## config.mk

```make
export PLATFORM = sky130hd
export DESIGN_NAME = iq_gain_phase_correction
export DESIGN_NICKNAME = d
export VERILOG_FILES = /design/src/design/iq_corr_pkg.sv /design/src/design/two_entry_buffer.sv /design/src/design/iq_gain_phase_correction.sv
export SDC_FILE = /design/constraint.sdc
export NUM_CORES = 2
export LEC_CHECK = 0
export CAP_MARGIN = 10
export CORE_MARGIN = 10
export CORE_UTILIZATION = 40
export DETAILED_ROUTE_END_ITERATION = 8
export DONT_BUFFER_PORTS = 1
export SLEW_MARGIN = 15
export SYNTH_ARGS = -nofsm -noshare
export SYNTH_HDL_FRONTEND = slang
export SYNTH_SLANG_ARGS = --single-unit
```

## constraint.sdc

```tcl
create_clock -name ref_clk_in -period 11 [get_ports ref_clk_in]
set_input_delay 1.65 -clock ref_clk_in [delete_from_list [all_inputs] [get_ports ref_clk_in]]
set_output_delay 1.65 -clock ref_clk_in [all_outputs]
set_load 0.005 [all_outputs]
```

## src/design/iq_corr_pkg.sv

```systemverilog
package iq_corr_pkg;

  // **
  // Bus geometry
  // **
  localparam int          AXI_ADDR_W   = 8;
  localparam int          AXI_DATA_W   = 32;
  localparam int          REG_W        = 16;
  localparam logic [1:0]  RESP_OKAY    = 2'h0;
  localparam logic [1:0]  RESP_SLVERR  = 2'h2;

  // **
  // Register indices (byte address = 4 * index)
  // **
  localparam logic [5:0]  IDX_CHAN_A_SCALE    = 6'h0c;
  localparam logic [5:0]  IDX_CHAN_B_SCALE    = 6'h0d;
  localparam logic [5:0]  IDX_DELAY_D_GAIN    = 6'h0f;
  localparam logic [5:0]  IDX_AB_SKEW         = 6'h10;
  localparam logic [5:0]  IDX_SYNC_ENABLE     = 6'h1e;
  localparam logic [5:0]  IDX_ACTIVE_STATUS   = 6'h20;

  // **
  // Reset values
  // **
  localparam logic [15:0] RST_CHAN_A_SCALE    = 16'h0400;
  localparam logic [15:0] RST_CHAN_B_SCALE    = 16'h0400;
  localparam logic [15:0] RST_DELAY_D_GAIN    = 16'h0400;
  localparam logic [15:0] RST_AB_SKEW         = 16'h0000;
  localparam logic [15:0] RST_SYNC_ENABLE     = 16'h0001;

  // **
  // Field positions and write masks
  // **
  localparam int          GAIN_W        = 11;
  localparam int          GAIN_MSB      = 10;
  localparam int          SKEW_W        = 12;
  localparam int          SKEW_MSB      = 11;
  localparam int          AB_LAT_MSB    = 15;
  localparam int          AB_LAT_LSB    = 14;
  localparam int          CD_LAT_MSB    = 13;
  localparam int          CD_LAT_LSB    = 12;
  localparam int          SYNC_EN_BIT   = 0;
  localparam int          STAT_FULL_BIT = 12;
  localparam logic [15:0] MASK_GAIN     = 16'h07ff;
  localparam logic [15:0] MASK_DELAY_D  = 16'hf7ff;
  localparam logic [15:0] MASK_SKEW     = 16'h0fff;
  localparam logic [15:0] MASK_SYNC     = 16'h0001;

  // **
  // Datapath arithmetic
  // **
  localparam int          SMP_W         = 16;
  localparam int          GAIN_FRAC     = 10;
  localparam int          SKEW_FRAC     = 12;
  localparam int          MAX_LATENCY   = 3;
  localparam int          WORD_W        = 4 * SMP_W;

endpackage : iq_corr_pkg

```

## src/design/two_entry_buffer.sv

```systemverilog
`timescale 1ns/1ps
module two_entry_buffer #(
  parameter int WIDTH = 64
) (
  input  wire logic             ref_clk_in,
  input  wire logic             nrst_in,
  input  wire logic             ce_in,
  input  wire logic             in_valid_in,
  output logic                  in_ready_out,
  input  wire logic [WIDTH-1:0] in_data_in,
  output logic                  out_valid_out,
  input  wire logic             out_ready_in,
  output logic      [WIDTH-1:0] out_data_out
);

  logic [WIDTH-1:0] second_q;
  logic [1:0]       count_q;
  logic [1:0]       count_d;
  logic             push;
  logic             pop;

  assign push = ce_in && in_valid_in && in_ready_out;
  assign pop  = ce_in && out_valid_out && out_ready_in;

  always_comb begin
    count_d = count_q;
    if (push && !pop) begin
      count_d = count_q + 2'h1;
    end else if (pop && !push) begin
      count_d = count_q - 2'h1;
    end
  end

  always_ff @(posedge ref_clk_in or negedge nrst_in) begin
    if (!nrst_in) begin
      count_q       <= 2'h0;
      in_ready_out  <= 1'b1;
      out_valid_out <= 1'b0;
    end else begin
      count_q       <= count_d;
      in_ready_out  <= (count_d != 2'h2);
      out_valid_out <= (count_d != 2'h0);
    end
  end

  // Head holds the oldest word, second the younger one
  always_ff @(posedge ref_clk_in or negedge nrst_in) begin
    if (!nrst_in) begin
      out_data_out <= '0;
      second_q     <= '0;
    end else begin
      if (pop) begin
        if (count_q == 2'h2) begin
          out_data_out <= second_q;
          if (push) begin
            second_q <= in_data_in;
          end
        end else if (push) begin
          out_data_out <= in_data_in;
        end
      end else if (push) begin
        if (count_q == 2'h0) begin
          out_data_out <= in_data_in;
        end else begin
          second_q <= in_data_in;
        end
      end
    end
  end

endmodule : two_entry_buffer

```

## src/design/iq_gain_phase_correction.sv

```systemverilog
// Register access over AXI4-Lite was chosen for this implementation.
`timescale 1ns/1ps
// Notes on behaviour
// RULE1: AB outputs delayed 0-3 cycles, bits 15:14
// RULE2: CD outputs delayed 0-3 cycles, bits 13:12
// RULE3: Channel D gain 11-bit unsigned, unity reset
// RULE4: AB skew coefficient 12-bit signed, half-scale
// RULE5: Skew coefficient resets to zero correction
// RULE6: A gets B times skew coefficient added
// RULE7: Skew write with sync enabled fires sync
// RULE8: Sync loads A, B gains and skew together
// RULE9: Gain writes alone leave active settings
// RULE10: Software writes skew register after both gains
// RULE11: Channel A gain 11-bit unsigned, own register
// RULE12: Channel B gain 11-bit unsigned, bits 10:0
// RULE13: Gains scale samples each clock, saturate
module iq_gain_phase_correction
  import iq_corr_pkg::*;
(
  input  wire logic                  ref_clk_in,
  input  wire logic                  nrst_in,
  input  wire logic                  ce_in,
  // AXI4-Lite slave
  input  wire logic [AXI_ADDR_W-1:0] s_axi_awaddr_in,
  input  wire logic                  s_axi_awvalid_in,
  output logic                       s_axi_awready_out,
  input  wire logic [AXI_DATA_W-1:0] s_axi_wdata_in,
  input  wire logic [3:0]            s_axi_wstrb_in,
  input  wire logic                  s_axi_wvalid_in,
  output logic                       s_axi_wready_out,
  output logic [1:0]                 s_axi_bresp_out,
  output logic                       s_axi_bvalid_out,
  input  wire logic                  s_axi_bready_in,
  input  wire logic [AXI_ADDR_W-1:0] s_axi_araddr_in,
  input  wire logic                  s_axi_arvalid_in,
  output logic                       s_axi_arready_out,
  output logic [AXI_DATA_W-1:0]      s_axi_rdata_out,
  output logic [1:0]                 s_axi_rresp_out,
  output logic                       s_axi_rvalid_out,
  input  wire logic                  s_axi_rready_in,
  // Sample stream in
  input  wire logic [SMP_W-1:0]      smp_a_in,
  input  wire logic [SMP_W-1:0]      smp_b_in,
  input  wire logic [SMP_W-1:0]      smp_c_in,
  input  wire logic [SMP_W-1:0]      smp_d_in,
  input  wire logic                  smp_valid_in,
  output logic                       smp_ready_out,
  // Sample stream out
  output logic [SMP_W-1:0]           out_a_out,
  output logic [SMP_W-1:0]           out_b_out,
  output logic [SMP_W-1:0]           out_c_out,
  output logic [SMP_W-1:0]           out_d_out,
  output logic                       out_valid_out,
  input  wire logic                  out_ready_in
);

  typedef enum logic [1:0] {
    WR_ADDR_DATA = 2'b00,
    WR_RESPOND   = 2'b01
  } wr_state_t;

  // **
  // Bus slave state
  // **
  wr_state_t             wr_state_q;
  logic                  aw_held_q;
  logic                  w_held_q;
  logic [5:0]            aw_idx_q;
  logic [AXI_DATA_W-1:0] wdata_q;
  logic [3:0]            wstrb_q;
  logic                  wr_fire;
  logic [15:0]           strb_mask;
  logic                  wr_hit;

  // **
  // Registers
  // **
  logic [15:0]           chan_a_scale_reg_q;
  logic [15:0]           chan_b_scale_reg_q;
  logic [15:0]           delay_d_gain_reg_q;
  logic [15:0]           ab_skew_reg_q;
  logic [15:0]           correction_sync_enable_reg_q;
  logic [GAIN_W-1:0]     act_gain_a_q;
  logic [GAIN_W-1:0]     act_gain_b_q;
  logic [SKEW_W-1:0]     act_skew_q;
  logic                  sync_pulse;
  logic                  sync_enabled;

  // **
  // Datapath state
  // **
  logic                  step;
  logic                  buf_ready;
  logic                  buf_full;
  logic [SMP_W-1:0]      s1_a_q;
  logic [SMP_W-1:0]      s1_b_q;
  logic [SMP_W-1:0]      s1_c_q;
  logic [SMP_W-1:0]      s1_d_q;
  logic                  s1_v_q;
  logic [2*SMP_W:0]      ab_line_q [MAX_LATENCY];
  logic [2*SMP_W-1:0]    cd_line_q [MAX_LATENCY];
  logic [2*SMP_W:0]      ab_sel;
  logic [2*SMP_W-1:0]    cd_sel;
  logic [1:0]            ab_path_output_latency;
  logic [1:0]            cd_path_output_latency;
  logic [WORD_W-1:0]     out_word;

  function automatic logic [SMP_W-1:0] sat16(input logic signed [19:0] v);
    logic signed [19:0] hi;
    logic signed [19:0] lo;
    hi = 20'sh07fff;
    lo = -20'sh08000;
    if (v > hi) begin
      sat16 = 16'h7fff;
    end else if (v < lo) begin
      sat16 = 16'h8000;
    end else begin
      sat16 = v[SMP_W-1:0];
    end
  endfunction : sat16

  function automatic logic signed [19:0] gain_mul(input logic [SMP_W-1:0] s,
                                                  input logic [GAIN_W-1:0] g);
    logic signed [28:0] p;
    p = $signed(s) * $signed({1'b0, g});
    gain_mul = 20'(p >>> GAIN_FRAC);
  endfunction : gain_mul

  // **
  // Write channel
  // **
  assign wr_fire   = (wr_state_q == WR_ADDR_DATA) && aw_held_q && w_held_q && ce_in;
  assign strb_mask = {{8{wstrb_q[1]}}, {8{wstrb_q[0]}}};
  assign wr_hit    = (aw_idx_q == IDX_CHAN_A_SCALE) || (aw_idx_q == IDX_CHAN_B_SCALE) ||
                     (aw_idx_q == IDX_DELAY_D_GAIN) || (aw_idx_q == IDX_AB_SKEW) ||
                     (aw_idx_q == IDX_SYNC_ENABLE);

  always_ff @(posedge ref_clk_in or negedge nrst_in) begin
    if (!nrst_in) begin
      aw_held_q         <= 1'b0;
      aw_idx_q          <= 6'h00;
      s_axi_awready_out <= 1'b1;
    end else if (ce_in) begin
      if (s_axi_awvalid_in && s_axi_awready_out) begin
        aw_held_q         <= 1'b1;
        aw_idx_q          <= s_axi_awaddr_in[7:2];
        s_axi_awready_out <= 1'b0;
      end else if (s_axi_bvalid_out && s_axi_bready_in) begin
        aw_held_q         <= 1'b0;
        s_axi_awready_out <= 1'b1;
      end
    end
  end

  always_ff @(posedge ref_clk_in or negedge nrst_in) begin
    if (!nrst_in) begin
      w_held_q         <= 1'b0;
      wdata_q          <= '0;
      wstrb_q          <= 4'h0;
      s_axi_wready_out <= 1'b1;
    end else if (ce_in) begin
      if (s_axi_wvalid_in && s_axi_wready_out) begin
        w_held_q         <= 1'b1;
        wdata_q          <= s_axi_wdata_in;
        wstrb_q          <= s_axi_wstrb_in;
        s_axi_wready_out <= 1'b0;
      end else if (s_axi_bvalid_out && s_axi_bready_in) begin
        w_held_q         <= 1'b0;
        s_axi_wready_out <= 1'b1;
      end
    end
  end

  always_ff @(posedge ref_clk_in or negedge nrst_in) begin
    if (!nrst_in) begin
      wr_state_q       <= WR_ADDR_DATA;
      s_axi_bvalid_out <= 1'b0;
      s_axi_bresp_out  <= RESP_OKAY;
    end else if (ce_in) begin
      case (wr_state_q)
        WR_ADDR_DATA: begin
          if (wr_fire) begin
            wr_state_q       <= WR_RESPOND;
            s_axi_bvalid_out <= 1'b1;
            s_axi_bresp_out  <= wr_hit ? RESP_OKAY : RESP_SLVERR;
          end
        end
        WR_RESPOND: begin
          if (s_axi_bready_in) begin
            wr_state_q       <= WR_ADDR_DATA;
            s_axi_bvalid_out <= 1'b0;
          end
        end
        default: begin
          wr_state_q       <= WR_ADDR_DATA;
          s_axi_bvalid_out <= 1'b0;
        end
      endcase
    end
  end

  // **
  // Staged registers
  // **
  always_ff @(posedge ref_clk_in or negedge nrst_in) begin
    if (!nrst_in) begin
      chan_a_scale_reg_q           <= RST_CHAN_A_SCALE;
      chan_b_scale_reg_q           <= RST_CHAN_B_SCALE;
      delay_d_gain_reg_q           <= RST_DELAY_D_GAIN; // RULE1 RULE2 RULE3
      ab_skew_reg_q                <= RST_AB_SKEW; // RULE5
      correction_sync_enable_reg_q <= RST_SYNC_ENABLE;
    end else if (wr_fire) begin
      case (aw_idx_q)
        IDX_CHAN_A_SCALE: begin
          chan_a_scale_reg_q <= (chan_a_scale_reg_q & ~strb_mask) |
                                (wdata_q[15:0] & strb_mask & MASK_GAIN); // RULE11
        end
        IDX_CHAN_B_SCALE: begin
          chan_b_scale_reg_q <= (chan_b_scale_reg_q & ~strb_mask) |
                                (wdata_q[15:0] & strb_mask & MASK_GAIN); // RULE12
        end
        IDX_DELAY_D_GAIN: begin
          delay_d_gain_reg_q <= (delay_d_gain_reg_q & ~strb_mask) |
                                (wdata_q[15:0] & strb_mask & MASK_DELAY_D); // RULE3
        end
        IDX_AB_SKEW: begin
          ab_skew_reg_q <= (ab_skew_reg_q & ~strb_mask) |
                           (wdata_q[15:0] & strb_mask & MASK_SKEW); // RULE4
        end
        IDX_SYNC_ENABLE: begin
          correction_sync_enable_reg_q <= (correction_sync_enable_reg_q & ~strb_mask) |
                                          (wdata_q[15:0] & strb_mask & MASK_SYNC);
        end
        default: begin
          ab_skew_reg_q <= ab_skew_reg_q;
        end
      endcase
    end
  end

  // **
  // Auto-sync load of active settings
  // **
  assign sync_enabled = correction_sync_enable_reg_q[SYNC_EN_BIT];
  assign sync_pulse   = wr_fire && (aw_idx_q == IDX_AB_SKEW) && sync_enabled; // RULE7

  // With sync disabled the staged values act directly
  always_ff @(posedge ref_clk_in or negedge nrst_in) begin
    if (!nrst_in) begin
      act_gain_a_q <= RST_CHAN_A_SCALE[GAIN_MSB:0];
      act_gain_b_q <= RST_CHAN_B_SCALE[GAIN_MSB:0];
      act_skew_q   <= RST_AB_SKEW[SKEW_MSB:0]; // RULE5
    end else if (sync_pulse) begin
      act_gain_a_q <= chan_a_scale_reg_q[GAIN_MSB:0]; // RULE8
      act_gain_b_q <= chan_b_scale_reg_q[GAIN_MSB:0]; // RULE8
      act_skew_q   <= (ab_skew_reg_q[SKEW_MSB:0] & ~strb_mask[SKEW_MSB:0]) |
                      (wdata_q[SKEW_MSB:0] & strb_mask[SKEW_MSB:0]); // RULE8
    end else if (!sync_enabled && ce_in) begin
      act_gain_a_q <= chan_a_scale_reg_q[GAIN_MSB:0];
      act_gain_b_q <= chan_b_scale_reg_q[GAIN_MSB:0];
      act_skew_q   <= ab_skew_reg_q[SKEW_MSB:0];
    end
  end
  // Gain writes alone never reach the active copies while sync is on  RULE9

  // **
  // Read channel
  // **
  always_ff @(posedge ref_clk_in or negedge nrst_in) begin
    if (!nrst_in) begin
      s_axi_arready_out <= 1'b1;
      s_axi_rvalid_out  <= 1'b0;
      s_axi_rdata_out   <= '0;
      s_axi_rresp_out   <= RESP_OKAY;
    end else if (ce_in) begin
      if (s_axi_arvalid_in && s_axi_arready_out) begin
        s_axi_arready_out <= 1'b0;
        s_axi_rvalid_out  <= 1'b1;
        s_axi_rresp_out   <= RESP_OKAY;
        case (s_axi_araddr_in[7:2])
          IDX_CHAN_A_SCALE:  s_axi_rdata_out <= {16'h0000, chan_a_scale_reg_q};
          IDX_CHAN_B_SCALE:  s_axi_rdata_out <= {16'h0000, chan_b_scale_reg_q};
          IDX_DELAY_D_GAIN:  s_axi_rdata_out <= {16'h0000, delay_d_gain_reg_q};
          IDX_AB_SKEW:       s_axi_rdata_out <= {16'h0000, ab_skew_reg_q};
          IDX_SYNC_ENABLE:   s_axi_rdata_out <= {16'h0000, correction_sync_enable_reg_q};
          IDX_ACTIVE_STATUS: begin
            s_axi_rdata_out <= {19'h00000, buf_full, act_skew_q};
          end
          default: begin
            s_axi_rdata_out <= '0;
            s_axi_rresp_out <= RESP_SLVERR;
          end
        endcase
      end else if (s_axi_rvalid_out && s_axi_rready_in) begin
        s_axi_rvalid_out  <= 1'b0;
        s_axi_arready_out <= 1'b1;
      end
    end
  end

  // **
  // Correction stage
  // **
  assign step          = ce_in && buf_ready;
  assign smp_ready_out = buf_ready;
  assign buf_full      = !buf_ready;

  always_ff @(posedge ref_clk_in or negedge nrst_in) begin
    if (!nrst_in) begin
      s1_a_q <= '0;
      s1_b_q <= '0;
      s1_c_q <= '0;
      s1_d_q <= '0;
      s1_v_q <= 1'b0;
    end else if (step) begin
      s1_a_q <= sat16(gain_mul(smp_a_in, act_gain_a_q) + // RULE6 RULE13
                      20'((28'($signed(smp_b_in)) * $signed(act_skew_q)) >>> SKEW_FRAC));
      s1_b_q <= sat16(gain_mul(smp_b_in, act_gain_b_q)); // RULE13
      s1_c_q <= smp_c_in;
      s1_d_q <= sat16(gain_mul(smp_d_in, delay_d_gain_reg_q[GAIN_MSB:0])); // RULE3 RULE13
      s1_v_q <= smp_valid_in;
    end
  end

  // **
  // Output latency lines
  // **
  assign ab_path_output_latency = delay_d_gain_reg_q[AB_LAT_MSB:AB_LAT_LSB];
  assign cd_path_output_latency = delay_d_gain_reg_q[CD_LAT_MSB:CD_LAT_LSB];

  always_ff @(posedge ref_clk_in or negedge nrst_in) begin
    if (!nrst_in) begin
      for (int i = 0; i < MAX_LATENCY; i++) begin
        ab_line_q[i] <= '0;
        cd_line_q[i] <= '0;
      end
    end else if (step) begin
      ab_line_q[0] <= {s1_v_q, s1_a_q, s1_b_q};
      cd_line_q[0] <= {s1_c_q, s1_d_q};
      for (int i = 1; i < MAX_LATENCY; i++) begin
        ab_line_q[i] <= ab_line_q[i-1];
        cd_line_q[i] <= cd_line_q[i-1];
      end
    end
  end

  always_comb begin
    if (ab_path_output_latency == 2'h0) begin
      ab_sel = {s1_v_q, s1_a_q, s1_b_q}; // RULE1
    end else begin
      ab_sel = ab_line_q[ab_path_output_latency - 2'h1]; // RULE1
    end
    if (cd_path_output_latency == 2'h0) begin
      cd_sel = {s1_c_q, s1_d_q}; // RULE2
    end else begin
      cd_sel = cd_line_q[cd_path_output_latency - 2'h1]; // RULE2
    end
  end

  // **
  // Output buffer
  // **
  two_entry_buffer #(
    .WIDTH (WORD_W)
  ) u_out_buffer (
    .ref_clk_in    (ref_clk_in),
    .nrst_in       (nrst_in),
    .ce_in         (ce_in),
    .in_valid_in   (ab_sel[2*SMP_W]),
    .in_ready_out  (buf_ready),
    .in_data_in    ({ab_sel[2*SMP_W-1:0], cd_sel}),
    .out_valid_out (out_valid_out),
    .out_ready_in  (out_ready_in),
    .out_data_out  (out_word)
  );

  assign out_a_out = out_word[4*SMP_W-1:3*SMP_W];
  assign out_b_out = out_word[3*SMP_W-1:2*SMP_W];
  assign out_c_out = out_word[2*SMP_W-1:SMP_W];
  assign out_d_out = out_word[SMP_W-1:0];

endmodule : iq_gain_phase_correction

```

Yosys cells after proc, flatten, opt, wreduce, memory -nomap -nowiden
Cells that the tools add are included.
{ "word_totals": {"regBits": 575, "inputBits": 126, "elab_cells": 195} }
{ "op_classes": {"mul": 4, "n_addsub": 5, "bitwise_logic": 18, "eq_ne": 18, "n_lt_le_gt_ge": 8, "muxes": 50, "n_reduce_logical": 54} }
{ "ops": {"columns": ["op", "n"], "rows": [
  ["2-to-1 mux 64 bit", 9],
  ["multiplier 16 x 12 -> 28 bit", 4],
  ["2-to-1 mux 33 bit", 3],
  ["AND 16 bit", 6],
  ["2-to-1 mux 16 bit", 6],
  ["2-to-1 mux 32 bit", 3],
  ["one-hot mux 16 bit (6 select lines)", 1],
  ["binary-select mux 33 bit (select 2 bit)", 1],
  ["binary-select mux 32 bit (select 2 bit)", 1],
  ["2-to-1 mux 11 bit", 4],
  ["== test 6 x 4 -> 1 bit (second input constant)", 6],
  ["> comparator 18 x 16 -> 1 bit (second input constant)", 2],
  ["less-than comparator 18 x 16 -> 1 bit (second input constant)", 2],
  ["OR 16 x 11 -> 16 bit", 2],
  ["AND 12 bit", 2],
  ["== test 6 x 5 -> 1 bit (second input constant)", 4],
  ["2-to-1 mux 12 bit", 2],
  ["AND reduction 2 bit", 11],
  ["adder 18 x 16 -> 19 bit", 1],
  ["> comparator 19 x 16 -> 1 bit (second input constant)", 1],
  ["less-than comparator 19 x 16 -> 1 bit (second input constant)", 1],
  ["logical AND 1 bit", 18],
  ["inverter 16 bit", 1],
  ["OR 16 x 1 -> 16 bit", 1],
  ["other kinds (23)", 65]
]} }

Depth between registers and ports, before layout
{ "depth": {"ltp_word": 13, "depth_mapped": 34, "ltp_nobuf": 31} }

Modules after synthesis
From an unflattened synthesis, not the netlist that was laid out.
{ "hier_totals": {"cells_unflattened": 5433, "area_unflattened_um2": 50564.7} }
{ "modules_own_cells": {"columns": ["mod", "area_per_inst_um2", "n_inst", "cells_each"], "rows": [
  ["iq_gain_phase_correction", 44677.8, 1, 4990],
  ["two_entry_buffer", 5886.9, 1, 443]
]} }

Worst setup path after synthesis
Ideal clock, no wire load.
{ "synth_timing": {"path_type": "input -> register", "startpoint": "in smp_b_in[7]", "endpoint": "reg s1_a_q[10]", "required_ns": 10.934, "path_buffers": 2, "path_slack_ns": 2.293, "cell_stages": 29, "t_arrival_ns": 8.641, "path_cell_list": "clkbuf_1 > nand2_1 > fa_1 > fa_1 > fa_1 > inv_1 > fa_1 > fa_1 > ha_1 > a21o_1 > a21o_1 > a2111oi_0 > o32ai_1 > o21ai_0 > nand2b_1 > a21o_1 > a21oi_1 > xnor2_1 > ha_1 > nand4_2 > a21oi_1 > o31ai_2 > a311o_2 > o221ai_2 > maj3_2 > o21ai_2 > a211oi_4 > buf_6 > a221o_1"} }
{ "synth_via": {"elab_chain_cells": 5} }
{ "synth_lines": {"columns": ["item", "line_no", "text"], "rows": [
  ["from (decl)", "iq_gain_phase_correction.sv:43", "input wire logic [SMP_W-1:0] smp_b_in,"],
  ["multiplier 16 x 12 -> 28 bit (*)", "iq_gain_phase_correction.sv:317", "20'((28'($signed(smp_b_in)) * $signed(act_skew_q)) >>> SKEW_FRAC));"],
  ["adder 18 x 16 -> 19 bit (*)", "iq_gain_phase_correction.sv:316", "s1_a_q <= sat16(gain_mul(smp_a_in, act_gain_a_q) +"],
  ["less-than comparator 19 x 16 -> 1 bit", "iq_gain_phase_correction.sv:115", "end else if (v < lo) begin"],
  ["2-to-1 mux 16 bit", "iq_gain_phase_correction.sv:115", null],
  ["2-to-1 mux 16 bit (*)", "iq_gain_phase_correction.sv:113", "if (v > hi) begin"],
  ["to (signal assigned)", "iq_gain_phase_correction.sv:316", null],
  ["to (decl)", "iq_gain_phase_correction.sv:95", "logic [SMP_W-1:0] s1_a_q;"]
]} }
Mark *: on every way between the ends. The rest lies on a longest branch, timed or not.
A chain may end at the register's enable or synchronous reset.

Worst setup path in the final report
Ends and elaborated chain as after synthesis.

==> metrics.txt <==
post-detailed-route via-to-cell ratio 5.033; drt initial violations 2,443; drt pass-1 iters 7; die height 374.3 um; Achievable Freq 116.3 MHz; CTS Sinks 555; Worst setup SP type primary input; Synth-to-Final Area Change 6.100%; core box area 124,100 um2; RSZ-0062 raised after global routing no; wire length per cell 17.17 um; async set-or-reset flop fraction in the synthesized netlist 100.0%; EDFF count, synth 0; GP Congestion 0.8306; share of cells above drive strength 1 5.387%; Slowest-stage cell, CP fa_1; Rows 129; # H-tree levels 2; area of the multi-input gates 32,050 um2; largest fanout on the critical path 23; P_leak 26.80 nW; outcome completed; Initial Util 40.45%; Crit. End Element flip-flop; Worst EP required 11,580 ps; Most common cell on crit path fa_1; Yosys cell types 94; Vias 35,060; pwr dens 255.7 nW/um2; Finished Layout Cells 6,966; clock buffer count from CTS 56; Synth Flop Type dfrtp_1; sequential cell area fraction in the yosys report 27.69%; clk slew on worst S/H paths 80 ps; register area 13,910 um2; FF+latch count, synth 555; sequential share of power 25.2%; synthesized area 50,210 um2; switching pwr 6.301 mW; IO Pins 233; WHS 447.8 ps; setup TNS 0 ps; final hold vios 0; switching portion of total power 46.26%; PortBufs 0; placed cells 6,861; Post-CTS Setup Inserts 0; YS warnings 0; Die W 374.3 um; Slew @ Worst Pin 1054 ps; Routed WL 119,600 um; Int Power 7.320 mW; die area 140,100 um2; Setup Viol. Count Final 0; final antenna-violating net count 0; most common cell after layout, fill and taps aside nand2_1; Detail Placement HPWL 88,740 um; Slew Limit Fails 0; worst-case clock buffer depth 3; CTS Hold Bufs 0; CTS tree built; Slew Limit Headroom 29.73%; first-pass GRT wire length 198,400 um; kind of critical path in2reg; Worst path max stage delay 610 ps; Layout Skew 58.63 ps; Max-Cap Viols 0; fin util 42.92%; nets 6,320; fillcell total 12,110; buffer type at the clock tree root clkbuf_16; largest net degree at the start of global routing 556; grt ovf 0; Synth Instances 5,506; Syn Area/Cell 9.119 um2; Clk Latency, worst-skew pair 650 ps; initial antenna violation count 17; most frequent cells in the layout nand2_1, inv_1, fa_1; Worst EP arrival 9170 ps; vias in the first global route 36,040; post-CTS sizing 0; All-Layer GR Usage 17.07%; DRC violations left 0; Final period util 78.15%; Comb power frac 60.0%; Clock power frac 14.8%; peak supply drop 468.1 uV; worst min-delay path class reg2reg; Final Critical Period 8597 ps
## logic make-up after synthesis
logic type               count (synthesis)  synth area share (%)
other                                    1              0.007469
buffers and inverters                 1139                 8.699
XOR/XNOR                               105                 1.874
AO/OA/AOI/OAI                          749                 9.140
multiplexers                           187                 3.992
flip-flops                             555                 27.69
AND/OR/NAND/NOR                       1858                 16.07
adder cells (fa/ha/maj)                912                 32.54
## worst paths after layout
path | from | endpoint | slack, ps | cells after the start
setup / recovery | smp_b_in[7] | s1_a_q[10] | 2400 | 27
hold / removal | ab_line_q[65] | ab_line_q[32] | 450 | 2
setup reg to reg | act_skew_q[3] | s1_a_q[10] | 2520 | 27
hold reg to reg | ab_line_q[65] | ab_line_q[32] | 450 | 2
max in group asynchronous | nrst_in | ab_line_q[85] | 7730 | 3
min in group asynchronous | nrst_in | w_held_q | 730 | 0
## Yosys cell counts (9+ instances only)
cell type / number / area, um2
a211oi_1: 72 / 540.5
a21o_1: 29 / 217.7
a21oi_1: 303 / 1516
a221o_1: 15 / 150.1
a222oi_1: 13 / 130.1
a31oi_1: 11 / 68.82
and2_1: 296 / 1852
buf_1: 10 / 37.54
buf_4: 18 / 135.1
clkbuf_1: 282 / 1059
dfrtp_1: 545 / 13640
dfstp_2: 10 / 262.8
fa_1: 657 / 13150
ha_1: 252 / 3153
inv_1: 818 / 3070
mux2_2: 105 / 1182
mux2i_1: 81 / 810.8
nand2_1: 1251 / 4696
nand2b_1: 16 / 100.1
nand3_1: 28 / 140.1
nand4_1: 17 / 106.4
nor2_1: 165 / 619.3
nor2b_1: 25 / 156.4
nor3_1: 22 / 110.1
o21a_1: 9 / 67.56
o21ai_0: 189 / 945.9
o21ai_1: 15 / 75.07
o21bai_1: 11 / 82.58
o22ai_1: 11 / 68.82
xnor2_1: 68 / 595.6
xor2_1: 35 / 306.5
## layer usage
metal	vias up	part of all wire [%]	track usage, %
li1	16680	-	-
met1	17490	48	24.88
met2	750	43	25.94
met3	124	7.3	4.270
met4	12	1.4	2.557
met5	-	0.073	0
## registers in the layout, indices dropped and copies added (netlist names), 15 cells and up, named ones only
| register | cells |
|---|---|
| ab_skew_reg_q | 16 |
| ab_line_q | 99 |
| s_axi_rdata_out | 16 |
| s1_a_q | 16 |
| u_out_buffer.second_q | 64 |
| u_out_buffer.out_data_out | 64 |
| wdata_q | 16 |
| s1_d_q | 16 |
| s1_b_q | 16 |
| correction_sync_enable_reg_q | 15 |
| cd_line_q | 96 |
| s1_c_q | 16 |
## power by group through the flow
stage	logic, mW	registers [mW]	clock network [mW]
after global placement	7.97	3.44	0
after detailed placement	8.14	3.46	0
after global routing	9.29	3.53	2.16
final	8.17	3.43	2.02
after floorplan	6.45	3.14	0
after CTS	8.22	3.43	2.08
## cell type report
cell class	instances	share of cell area, %
Antenna cell	1	0.004697
Clock buffer	76	3.034
Clock inverter	25	0.6271
Inverter	819	5.771
Multi-Input combinational cell	3829	60.16
Sequential cell	555	26.10
Tap cell	1637	3.845
Timing Repair Buffer	24	0.4509
## per-stage QoR
step	setup slack (ps)	power (mW)	instance area, um2
after floorplan	2293	9.596	50270
after global placement	1782	11.41	51240
after detailed placement	1701	11.61	51240
after CTS	2378	13.72	53190
after global routing	1938	14.98	53270
final	2403	13.62	53270
## critical path: cells and delay by family
| family | cells | cell delay, ps |
|---|---|---|
| fa+ha+maj | 8 | 3450 |
| xor+xnor | 1 | 120 |
| compound gates | 14 | 3590 |
| buf+inv | 1 | 50 |
| simple gates | 3 | 290 |
No activity file was read; power rests on OpenSTA's default activity.
